$ cat src/hdl/io_port_pkg.sv
// Package: register map, field positions and carrier structs for the I/O port block
package io_port_pkg;

  // ****************************************************************
  // Address map
  // ****************************************************************
  localparam logic [7:0] IO_SPACE_LAST = 8'h3f;
  localparam logic [7:0] DATA_SPACE_BIAS = 8'h20;
  localparam logic [7:0] EXT_IO_FIRST = 8'h60;
  localparam logic [7:0] OFS_PORT_B_PIN_LEVEL = 8'h16;
  localparam logic [7:0] OFS_PORT_B_DIRECTION = 8'h17;
  localparam logic [7:0] OFS_PORT_B_OUTPUT_LATCH = 8'h18;
  localparam logic [7:0] OFS_PORT_A_PIN_LEVEL = 8'h19;
  localparam logic [7:0] OFS_PORT_A_DIRECTION = 8'h1a;
  localparam logic [7:0] OFS_PORT_A_OUTPUT_LATCH = 8'h1b;
  localparam logic [7:0] OFS_SPECIAL_FUNCTION_CONTROL = 8'h20;

  // ****************************************************************
  // Fields and reset values
  // ****************************************************************
  localparam int PULL_DISABLE_BIT = 2;
  localparam logic [7:0] PORT_RESET = 8'h00;
  localparam logic [7:0] SFC_RESET = 8'h00;
  localparam int PG_WR_BIT = 0;
  localparam int PG_RD_BIT = 1;
  localparam int PG_ALE_BIT = 2;
  localparam int PG_XOUT_BIT = 3;
  localparam int PG_XIN_BIT = 4;
  localparam int PG_WIDTH = 5;

  // ****************************************************************
  // Carrier types
  // ****************************************************************
  typedef struct packed {
    logic io_rd;
    logic io_wr;
    logic data_load_op;
    logic mem_save_op;
    logic [7:0] addr;
    logic [7:0] wdata;
  } reg_req_s;

  typedef struct packed {
    logic ale;
    logic rd_strobe;
    logic wr_strobe;
  } ext_mem_s;

endpackage : io_port_pkg

$ cat src/hdl/io_port_override_logic.sv
// Design: Port A/B general I/O plus Port G override logic
// Functional notes
// - Async select frees PG3 as oscillator output
// - Async select frees PG4 as oscillator input
// - Memory enable forces PG2..0 outputs, no pull-up
// - PG2 latch, PG1 read, PG0 write strobes
// - Global disable bit kills every pull-up
// - I/O instructions decode offsets 0x00..0x3F only
// - Data space address is I/O offset plus 0x20
// - Extended region (0x60 and up) reachable by neither access type
// - Control register at data 0x40, resets zero
// - Port A latch eight bits, reset zero
// - Port A direction eight bits, reset input
// - Port A pin level read only
// - Port B latch eight bits, reset zero
// - Port B direction eight bits, reset zero
// - Port B pin level read only, live
module io_port_override_logic (
  input wire logic ref_clk,
  input wire logic sys_rst,
  input wire io_port_pkg::reg_req_s req,
  output logic [7:0] rdata,
  output logic rvalid,
  input wire logic [7:0] pa_in,
  output logic [7:0] pa_out,
  output logic [7:0] pa_oe,
  output logic [7:0] pa_pullup,
  input wire logic [7:0] pb_in,
  output logic [7:0] pb_out,
  output logic [7:0] pb_oe,
  output logic [7:0] pb_pullup,
  input wire logic async_osc_select,
  input wire logic ext_mem_enable,
  input wire io_port_pkg::ext_mem_s ext_mem,
  input wire logic [io_port_pkg::PG_WIDTH-1:0] pg_latch,
  input wire logic [io_port_pkg::PG_WIDTH-1:0] pg_direction,
  input wire logic [io_port_pkg::PG_WIDTH-1:0] pg_in,
  output logic [io_port_pkg::PG_WIDTH-1:0] pg_out,
  output logic [io_port_pkg::PG_WIDTH-1:0] pg_oe,
  output logic [io_port_pkg::PG_WIDTH-1:0] pg_pullup,
  output logic [io_port_pkg::PG_WIDTH-1:0] pg_input_gate,
  output logic [io_port_pkg::PG_WIDTH-1:0] pg_in_sync,
  output logic osc_pins_attached
);
  import io_port_pkg::*;

  // ****************************************************************
  // Register state
  // ****************************************************************
  logic [7:0] port_a_output_latch_r;
  logic [7:0] port_a_direction_r;
  logic [7:0] port_b_output_latch_r;
  logic [7:0] port_b_direction_r;
  logic [7:0] special_function_control_r;
  logic [7:0] pa_sync_r;
  logic [7:0] pb_sync_r;
  logic [PG_WIDTH-1:0] pg_meta_r;
  logic pullup_global_disable;
  logic [7:0] io_ofs;
  logic hit, acc_wr, acc_rd;

  // Address decode: both instruction classes fold onto one I/O offset
  always_comb begin
    io_ofs = 8'h00;
    hit = 1'b0;
    if (req.io_rd || req.io_wr) begin
      io_ofs = req.addr;
      hit = (req.addr <= IO_SPACE_LAST);
    end else if (req.data_load_op || req.mem_save_op) begin
      io_ofs = req.addr - DATA_SPACE_BIAS;
      // Extended region lies above our window; I/O opcodes never see it
      hit = (req.addr >= DATA_SPACE_BIAS) && (req.addr < EXT_IO_FIRST);
    end
    acc_wr = hit && (req.io_wr || req.mem_save_op);
    acc_rd = hit && (req.io_rd || req.data_load_op);
  end

  // One global bit gates every pull-up of every port
  assign pullup_global_disable = special_function_control_r[PULL_DISABLE_BIT];

  // ****************************************************************
  // Writable registers
  // ****************************************************************
  // Port A latch and direction
  always_ff @(posedge ref_clk) begin
    if (sys_rst) begin
      port_a_output_latch_r <= PORT_RESET;
      port_a_direction_r <= PORT_RESET;
    end else if (acc_wr) begin
      if (io_ofs == OFS_PORT_A_OUTPUT_LATCH) port_a_output_latch_r <= req.wdata;
      if (io_ofs == OFS_PORT_A_DIRECTION) port_a_direction_r <= req.wdata;
    end
  end

  // Port B latch and direction
  always_ff @(posedge ref_clk) begin
    if (sys_rst) begin
      port_b_output_latch_r <= PORT_RESET;
      port_b_direction_r <= PORT_RESET;
    end else if (acc_wr) begin
      if (io_ofs == OFS_PORT_B_OUTPUT_LATCH) port_b_output_latch_r <= req.wdata;
      if (io_ofs == OFS_PORT_B_DIRECTION) port_b_direction_r <= req.wdata;
    end
  end

  // Control register; only the pull-up disable bit is held here
  always_ff @(posedge ref_clk) begin
    if (sys_rst) begin
      special_function_control_r <= SFC_RESET;
    end else if (acc_wr && io_ofs == OFS_SPECIAL_FUNCTION_CONTROL) begin
      special_function_control_r[PULL_DISABLE_BIT] <= req.wdata[PULL_DISABLE_BIT];
    end
  end

  // ****************************************************************
  // Pin synchronisers
  // ****************************************************************
  // Port A pin levels; pin registers have no write path at all
  pin_sync #(
    .WIDTH(8)
  ) u_pa_sync (
    .ref_clk(ref_clk),
    .sys_rst(sys_rst),
    .pin_level(pa_in),
    .sync_level(pa_sync_r)
  );

  // Port B pin levels, same two stages
  pin_sync #(
    .WIDTH(8)
  ) u_pb_sync (
    .ref_clk(ref_clk),
    .sys_rst(sys_rst),
    .pin_level(pb_in),
    .sync_level(pb_sync_r)
  );

  // Port G: second stage gated, so a detached pin never reaches logic
  always_ff @(posedge ref_clk) begin
    if (sys_rst) begin
      pg_meta_r <= '0;
      pg_in_sync <= '0;
    end else begin
      pg_meta_r <= pg_in;
      pg_in_sync <= pg_meta_r & pg_input_gate;
    end
  end

  // ****************************************************************
  // Read path
  // ****************************************************************
  // Read data registered one cycle after the request; unmapped reads give zero
  always_ff @(posedge ref_clk) begin
    if (sys_rst) begin
      rdata <= 8'h00;
      rvalid <= 1'b0;
    end else begin
      rvalid <= acc_rd;
      rdata <= 8'h00;
      if (acc_rd) begin
        case (io_ofs)
          OFS_PORT_A_OUTPUT_LATCH: rdata <= port_a_output_latch_r;
          OFS_PORT_A_DIRECTION: rdata <= port_a_direction_r;
          OFS_PORT_A_PIN_LEVEL: rdata <= pa_sync_r;
          OFS_PORT_B_OUTPUT_LATCH: rdata <= port_b_output_latch_r;
          OFS_PORT_B_DIRECTION: rdata <= port_b_direction_r;
          OFS_PORT_B_PIN_LEVEL: rdata <= pb_sync_r;
          OFS_SPECIAL_FUNCTION_CONTROL: rdata <= special_function_control_r;
          default: rdata <= 8'h00;
        endcase
      end
    end
  end

  // ****************************************************************
  // Ports A and B pad control
  // ****************************************************************
  // Port A pads; no override reaches these pins
  port_pad_ctrl #(
    .WIDTH(8)
  ) u_pa_pads (
    .ref_clk(ref_clk),
    .sys_rst(sys_rst),
    .latch(port_a_output_latch_r),
    .direction(port_a_direction_r),
    .pull_disable(pullup_global_disable),
    .pad_out(pa_out),
    .pad_oe(pa_oe),
    .pad_pullup(pa_pullup)
  );

  // Port B pads, same plain behaviour
  port_pad_ctrl #(
    .WIDTH(8)
  ) u_pb_pads (
    .ref_clk(ref_clk),
    .sys_rst(sys_rst),
    .latch(port_b_output_latch_r),
    .direction(port_b_direction_r),
    .pull_disable(pullup_global_disable),
    .pad_out(pb_out),
    .pad_oe(pb_oe),
    .pad_pullup(pb_pullup)
  );

  // ****************************************************************
  // Port G override logic
  // ****************************************************************
  logic [PG_WIDTH-1:0] pu_oe, dd_oe, dd_ov, pv_oe, pv_ov, die_oe;
  logic [PG_WIDTH-1:0] g_out, g_oe, g_pu, g_gate;

  // Override tables: oscillator on bits 4/3, memory strobes on bits 2..0
  always_comb begin
    pu_oe = '0;
    dd_oe = '0;
    dd_ov = '0;
    pv_oe = '0;
    pv_ov = '0;
    die_oe = '0;
    pu_oe[PG_XIN_BIT] = async_osc_select;
    dd_oe[PG_XIN_BIT] = async_osc_select;
    die_oe[PG_XIN_BIT] = async_osc_select;
    pu_oe[PG_XOUT_BIT] = async_osc_select;
    dd_oe[PG_XOUT_BIT] = async_osc_select;
    die_oe[PG_XOUT_BIT] = async_osc_select;
    for (int i = PG_WR_BIT; i <= PG_ALE_BIT; i++) begin
      pu_oe[i] = ext_mem_enable;
      dd_oe[i] = ext_mem_enable;
      dd_ov[i] = 1'b1;
      pv_oe[i] = ext_mem_enable;
    end
    pv_ov[PG_ALE_BIT] = ext_mem.ale;
    pv_ov[PG_RD_BIT] = ext_mem.rd_strobe;
    pv_ov[PG_WR_BIT] = ext_mem.wr_strobe;
    // Overridden pull-up value is always zero; override values inactive
    g_oe = (dd_oe & dd_ov) | (~dd_oe & pg_direction);
    g_out = (pv_oe & pv_ov) | (~pv_oe & pg_latch);
    g_pu = ~pu_oe & ~pg_direction & pg_latch & {PG_WIDTH{~pullup_global_disable}};
    g_gate = ~die_oe;
  end

  // Registered Port G pad drive
  always_ff @(posedge ref_clk) begin
    if (sys_rst) begin
      pg_out <= '0;
      pg_oe <= '0;
      pg_pullup <= '0;
      pg_input_gate <= '0;
      osc_pins_attached <= 1'b0;
    end else begin
      pg_out <= g_out;
      pg_oe <= g_oe;
      pg_pullup <= g_pu;
      pg_input_gate <= g_gate;
      osc_pins_attached <= async_osc_select;
    end
  end

endmodule : io_port_override_logic

// ****************************************************************
// Two-stage pin synchroniser
// ****************************************************************
// Only the second stage is read outside; the first may go metastable
module pin_sync #(
  parameter int WIDTH = 8
) (
  input wire logic ref_clk,
  input wire logic sys_rst,
  input wire logic [WIDTH-1:0] pin_level,
  output logic [WIDTH-1:0] sync_level
);
  logic [WIDTH-1:0] meta_r;

  // Reset clears both stages so early reads return zero
  always_ff @(posedge ref_clk) begin
    if (sys_rst) begin
      meta_r <= '0;
      sync_level <= '0;
    end else begin
      meta_r <= pin_level;
      sync_level <= meta_r;
    end
  end

endmodule : pin_sync

// ****************************************************************
// Plain port pad control
// ****************************************************************
// Costs one cycle of latency but keeps every pad output on a flop
module port_pad_ctrl #(
  parameter int WIDTH = 8
) (
  input wire logic ref_clk,
  input wire logic sys_rst,
  input wire logic [WIDTH-1:0] latch,
  input wire logic [WIDTH-1:0] direction,
  input wire logic pull_disable,
  output logic [WIDTH-1:0] pad_out,
  output logic [WIDTH-1:0] pad_oe,
  output logic [WIDTH-1:0] pad_pullup
);

  // Pull-up only on an input with latch one; the global disable wins
  always_ff @(posedge ref_clk) begin
    if (sys_rst) begin
      pad_out <= '0;
      pad_oe <= '0;
      pad_pullup <= '0;
    end else begin
      pad_out <= latch;
      pad_oe <= direction;
      pad_pullup <= ~direction & latch & {WIDTH{~pull_disable}};
    end
  end

endmodule : port_pad_ctrl

$ cat config.mk
export PLATFORM = sky130hd
export DESIGN_NAME = io_port_override_logic
export DESIGN_NICKNAME = d
export VERILOG_FILES = /design/src/hdl/io_port_pkg.sv /design/src/hdl/io_port_override_logic.sv
export SDC_FILE = /design/constraint.sdc
export NUM_CORES = 1
export LEC_CHECK = 0
export CORE_ASPECT_RATIO = 1.1
export CORE_MARGIN = 4
export CORE_UTILIZATION = 55
export CTS_CLUSTER_SIZE = 14
export DETAILED_ROUTE_END_ITERATION = 7
export DONT_BUFFER_PORTS = 1
export GPL_TIMING_DRIVEN = 1
export PLACE_DENSITY = 0.7
export SLEW_MARGIN = 20
export SYNTH_ARGS = -nofsm -noshare
export SYNTH_HDL_FRONTEND = slang
export SYNTH_HIERARCHICAL = 1
export SYNTH_SLANG_ARGS = --single-unit
$ cat constraint.sdc
create_clock -name ref_clk -period 2.5 [get_ports ref_clk]
set_input_delay 0.25 -clock ref_clk [delete_from_list [all_inputs] [get_ports ref_clk]]
set_output_delay 0.25 -clock ref_clk [all_outputs]
set_load 0.01 [all_outputs]
==> results of run 1 <==
## layout make-up
type	count	area [µm²]
clock buffers	18	428
clock inverters	12	273
fillers	689	2630
inverters	9	33.8
multi-input cells	283	2170
flip-flops and latches	150	3000
well taps	117	146
repair buffers	76	763
## state kept, by name, summed over array words and instances, names as in the netlist, 8 cells and up
| name | cells |
|---|---|
| u_pb_sync/sync_level | 8 |
| u_pa_pads/pad_oe | 8 |
| port_a_output_latch_r | 8 |
| u_pb_pads/pad_oe | 8 |
| port_b_output_latch_r | 8 |
| u_pb_sync/meta_r | 8 |
| rdata | 8 |
| port_b_direction_r | 8 |
| u_pa_pads/pad_pullup | 8 |
| u_pb_pads/pad_pullup | 8 |
| u_pb_pads/pad_out | 8 |
| u_pa_pads/pad_out | 8 |
| u_pa_sync/sync_level | 8 |
| port_a_direction_r | 8 |
| u_pa_sync/meta_r | 8 |
## worst max path at each step
stage                                     to  slack, ps  depth (start not counted)
finish              port_a_output_latch_r[2]        570                          9
global route                    pg_pullup[1]        520                          3
CTS                             pg_pullup[0]        580                          3
detailed placement  port_a_output_latch_r[2]        110                          9
global placement    port_a_output_latch_r[0]        180                          9
floorplan           port_b_output_latch_r[0]        220                          8
## stage by stage
| stage | hold slack [ps] | area [µm²] |
|---|---|---|
| floorplan | 322 | 5360 |
| global placement | 327 | 5450 |
| detailed placement | 330 | 5450 |
| CTS | 34.6 | 6820 |
| global route | 56.5 | 6820 |
| finish | 72.4 | 6820 |
## where the power goes
part / total (W) / internal [W] / switching (W)
logic: 0.000238 / 0.000128 / 0.000110
registers: 0.00246 / 0.00244 / 0.0000257
clock network: 0.00297 / 0.00204 / 0.000930
total: 0.00568 / 0.00461 / 0.00107
## metal layers
metal / up-vias / wire length (µm) / share of wire / global-route usage
met5: - / 0 / 0 / 0
met1: 1671 / 4790 / 0.39 / 0.257
met4: 0 / 249 / 0.021 / 0.0709
met3: 23 / 794 / 0.065 / 0.0733
met2: 134 / 6300 / 0.52 / 0.385
li1: 1729 / - / - / -
## kinds of logic after synthesis
logic type,count (synthesis),share of synthesized area
and+or+nand+nor,192,0.257
DFF,150,0.560
AOI/OAI and AO/OA,44,0.0586
muxes,43,0.0810
buffers and inverters,36,0.0355
xor gates and xnor gates,2,0.00327
adders and majority gates,2,0.00467
## worst max-delay path, delay by kind of cell
family	cells	cell delay, ps
compound gates	1	270
fa+ha+maj	1	270
buf+inv	2	240
mux	1	160
simple gates	4	1080
## placed cells by master, fill, tap and decap left out, types with 2 or more instances in the layout
cell type / synthesis / routed
dfxtp_1: 150 / 150
dlygate4sd3_1: 0 / 64
nor2_1: 53 / 53
nor2b_1: 43 / 43
mux2i_1: 40 / 40
clkbuf_16: 0 / 16
nor2b_2: 14 / 14
nor4b_2: 12 / 12
and2b_2: 12 / 12
a22oi_1: 11 / 11
o21ai_0: 10 / 10
buf_4: 5 / 10
inv_1: 9 / 9
a21oi_1: 8 / 8
bufinv_16: 0 / 8
and2_1: 7 / 7
nand2_1: 7 / 7
and2b_1: 6 / 6
and3_1: 5 / 5
nand3_1: 5 / 5
nor3b_1: 4 / 4
nor4b_4: 4 / 4
nor3_1: 3 / 3
mux2_2: 3 / 3
o22ai_1: 3 / 3
nor4b_1: 3 / 3
nor4_4: 3 / 3
xor2_1: 2 / 2
or3_1: 2 / 2
ha_1: 2 / 2
clkbuf_8: 0 / 2
clkinvlp_4: 0 / 2
## repair_timing
item,in CTS,in global routing
hold endpoints to repair,143,0
hold buffers,65,0
resized for setup,0,0
==> results.yml, run 1 <==
synth:
  synthesis.nets: 529
  ys.flop_type: "dfxtp_1"
  synthDistinctLibCells: 52
  synthCells: 469
  yosys_register_bits: 150
  synthTopCellsByArea: "dfxtp_1, mux2i_1, nor2b_1, nor2_1, nor4b_2"
  syn_area_um2: 5360
  ys_seq_area_frac: 0.560
  yosysTopAreaCell: "dfxtp_1"
  syn-mean-instance-area_um2: 11.4
  ys.warnings.count: 6
  synthArstFlopShare: 0
  synth-edff-count: 0
  synth.top_cell.area_share: 0.560
  yosysMostFrequentCell: "dfxtp_1"
  synth_top_cells_by_count: "dfxtp_1, nor2_1, nor2b_1"
clock_network:
  clkTransAtPathRegs_ps: 60
  cts_root_buffer: "clkbuf_8"
  cts_num_sinks: 150
  post-cts-setup-buffers: 0
  cts_max_level: 4
  cts_tree: "yes"
  cts-buffers-inserted: 17
  clock_latency_ps: 500
  ctsLongestPathBuffers: 2
worst_setup_path:
  cp-end-kind: "register"
  cp_cell_sequence: "inv_1 > ha_1 > or3b_1 > o221ai_4 > nand2_4 > or4_1 > buf_4 > mux2i_1 > nor2_1"
  cp_data_arrival_time_ps: 2300
  rrSetupSlack_ps: 600
  cpMaxStageDelayCell: "or4_1"
  path_class: "input pin to register"
  slowest_delay_ps: 520
  worstRegToRegCells: 3
  r2r_end: "pg_pullup[1]"
  start_kind: "input pin"
  crit_fanout: 8
  reg2reg_from: "special_function_control_r[2]"
  startpoint: "req[14]"
  crit_required_ps: 2870
sta:
  slew_violations: 0
  rsz0062_at_grt: "no"
  setup-tns-final_ps: 0
  maxSlewHeadroom: 0.500
  fin_skew_ps: 3.97
  max_clock_freq_mhz: 519
  min_period_over_period: 0.771
  worst_pin_slew_ps: 750
  period_minus_slack_ps: 1930
  setup_violations: 0
  worst_slack_ps: 573
  finalHoldViolations: 0
route:
  drt_pre_antenna_iters: 4
  wirelength_mm: 12.1
  wire_per_inst_um: 18.2
  num_vias: 3557
  drc_errors: 0
  ant_nets: 0
  avgViaCountPerCell: 5.35
  dr.first_iter.drc_count: 176
floorplanning:
  num_rows: 37
  dieWidth_um: 102
  die-height_um: 112
  die_area_um2: 11400
  start_util: 0.568
  io_pins: 141
  core_area_um2: 9440
global_route:
  grt_overflow: 0
  grt_start_max_net_pins: 113
  first_global_vias: 3696
  grt_pass1_wl_mm: 19.5
  antenna_found_initial: 0
  grt_use_total: 0.223
power_and_ir_drop:
  ir_drop_mv: 0.457
  p_per_area_nw_per_um2: 833
  p_leak_nw: 2.67
  totalPowerFinal_w: 0.00568
finish:
  fin_util: 0.722
  area_growth_pct: 27.1
  fin_cells: 665
  drive_gt1_frac: 0.179
  diodes: 0
  final_net_count: 597
min_path:
  min_from: "req[8]"
  min_path_cells: 3
  hold_path.class: "input pin to register"
  whs_endpoint: "rdata[5]"
placed_design:
  hpwl_mm: 7.64
  place_inst: 570
  preCtsSetupSlack_ps: 110
  gp_congestion: 0.906
  portBuffers: 0
job:
  drv_cap: 0
status:
  run_status: "completed"
Power figures use the tool's default switching activity.
==> inputs of run 2 (changes only) <==
--- a/config.mk
+++ b/config.mk
@@ -12,7 +12,7 @@
 export DETAILED_ROUTE_END_ITERATION = 7
 export DONT_BUFFER_PORTS = 1
 export GPL_TIMING_DRIVEN = 1
-export PLACE_DENSITY = 0.7
+export PLACE_DENSITY = 0.73
 export SLEW_MARGIN = 20
 export SYNTH_ARGS = -nofsm -noshare
 export SYNTH_HDL_FRONTEND = slang
==> constraint.sdc (replaced) <==
create_clock -name ref_clk -period 1.6 [get_ports ref_clk]
set_input_delay 0.16 -clock ref_clk [delete_from_list [all_inputs] [get_ports ref_clk]]
set_output_delay 0.16 -clock ref_clk [all_outputs]
set_load 0.01 [all_outputs]
==> run 2 against run 1 <==
The flow now finishes with violations (hold timing, setup timing); worst hold slack got worse by 300 ps; clock skew up 0.84 ps; largest power group unchanged; clock-buffer cell count up 2; largest cell class unchanged; utilization rose by 6.9 points; global-route usage increased by 2.0 points; critical path depth fell by 1; flip-flop and latch count unchanged; first-iteration DRC count increased by 9.7%.
==> results.yml, run 2 (synthesis results as in run 1) <==
status:
  run_status: "finished, violations left"
  violations: "hold timing, setup timing"
placed_design:
  dpl_cell_area_um2: 5640
  gp_congestion: 0.831
  portBuffers: 0
  hpwl_mm: 7.73
finish:
  stdcell_area_um2: 7470
  drive_gt1_frac: 0.213
  final_net_count: 667
  nFillCells: 602
  area_growth_pct: 39.3
  multi_input_area_um2: 2230
  layout_common_cells: "dfxtp_1, dlygate4sd3_1, nor2_1"
  diodes: 0
  final_common_cell: "dfxtp_1"
  regArea_um2: 3000
worst_setup_path:
  cp-end-kind: "register"
  start_kind: "input pin"
  worst-path-buf-inv: 1
  cpMaxStageDelayCell: "or4_4"
  crit_required_ps: 2020
  path_class: "input pin to register"
  cp_data_arrival_time_ps: 2080
  slowest_delay_ps: 640
  crit_fanout: 8
  cp_cell_sequence: "inv_12 > ha_4 > or3b_4 > o221ai_4 > nand2_4 > or4_4 > mux2i_1 > nor2_1"
  critPathTopFamily: "simple AND/OR/NAND/NOR gates"
floorplanning:
  io_pins: 141
  die-height_um: 112
  die_area_um2: 11400
  core_area_um2: 9440
  dieWidth_um: 102
  start_util: 0.568
  num_rows: 37
sta:
  finalHoldViolations: 40
  worst_slack_ps: -62.2
  fin_hold_ws_ps: -228
  max_clock_freq_mhz: 602
  period_minus_slack_ps: 1660
  worst_pin_slew_ps: 545
  fin_skew_ps: 4.81
  setup_violations: 10
  maxSlewHeadroom: 0.635
  min_period_over_period: 1.04
  rsz0062_at_grt: "yes"
  slew_violations: 0
power_and_ir_drop:
  ir_drop_mv: 0.727
  p_per_area_nw_per_um2: 1090
  p_leak_nw: 3.09
clock_network:
  clkTransAtPathRegs_ps: 60
  cts_max_level: 4
  clock_latency_ps: 520
  cts_tree: "yes"
  ctsLongestPathBuffers: 2
  cts_num_sinks: 150
  cts-buffers-inserted: 17
  cts_root_buffer: "clkbuf_8"
global_route:
  first_global_vias: 3991
  antenna_found_initial: 0
  grt_use_total: 0.243
  grt_overflow: 0
  grt_pass1_wl_mm: 21.1
  grt_start_max_net_pins: 132
route:
  wire_per_inst_um: 18.1
  dr.first_iter.drc_count: 193
  drc_errors: 0
  wirelength_mm: 13.3
  ant_nets: 0
  drt_pre_antenna_iters: 4
  num_vias: 3916
  avgViaCountPerCell: 5.31
min_path:
  hold_path.class: "input pin to register"
job:
  drv_cap: 0
[run 2: stage by stage]
stage / worst slack (ps) / cells / utilization / TNS, ps / total power (W)
finish: -62.2 / 737 / 0.791 / -366 / 0.00811
global route: -128 / 737 / 0.791 / -1380 / 0.00839
CTS: -16.3 / 726 / 0.776 / -98.9 / 0.00812
detailed placement: -574 / 584 / 0.597 / -18700 / 0.00414
global placement: -534 / 584 / 0.597 / -17300 / 0.00413
floorplan: -548 / 469 / - / -18200 / 0.00415
[run 2: where the power goes]
group / total (W) / switching (W) / leakage, nW / internal (W)
Combinational: 0.000368 / 0.000128 / 1.59 / 0.000240
Sequential: 0.00385 / 0.0000394 / 1.22 / 0.00381
Clock: 0.00389 / 0.00157 / 0.278 / 0.00232
[run 2: worst register-to-register path: cells and delay by family (launching register included)]
kind	cells	cell delay, ps
buffers and inverters	2	830
flip-flops	1	390
AND/OR/NAND/NOR	1	280
[run 2: worst paths after layout]
| path | from | end | slack, ps | depth (start not counted) |
|---|---|---|---|---|
| worst max register to register | special_function_control_r[2] | u_pa_pads/pad_pullup[0] | 40 | 3 |
| worst min register to register | pg_meta_r[2] | pg_in_sync[2] | 420 | 1 |
| worst max-delay path | req[14] | port_a_output_latch_r[3] | -60 | 8 |
| worst min-delay path | req[2] | special_function_control_r[2] | -230 | 2 |
[run 2: area by class of cell]
cell class	instances	area share
clock inverter	12	0.0193
inverter	9	0.00721
multi-input combinational	283	0.299
timing repair buffer	146	0.193
clock buffer	20	0.0597
tap	117	0.0196
sequential	150	0.402
[run 2: what timing repair did]
| item | in CTS | in global routing |
|---|---|---|
| setup buffers | 2 | 2 |
| hold buffers | 108 | 9 |
| hold endpoints to repair | 148 | 49 |
| resized for setup | 1 | 9 |
| pin swaps | 1 | 5 |
| setup endpoints to repair | 9 | 31 |
[run 2: per-layer routing]
| metal | wire length (µm) | vias to the layer above | track usage |
|---|---|---|---|
| met5 | 0 | - | 0 |
| met2 | 7130 | 133 | 0.417 |
| met1 | 5080 | 1884 | 0.283 |
| li1 | - | 1873 | - |
| met4 | 281 | 0 | 0.0997 |
| met3 | 841 | 26 | 0.0620 |
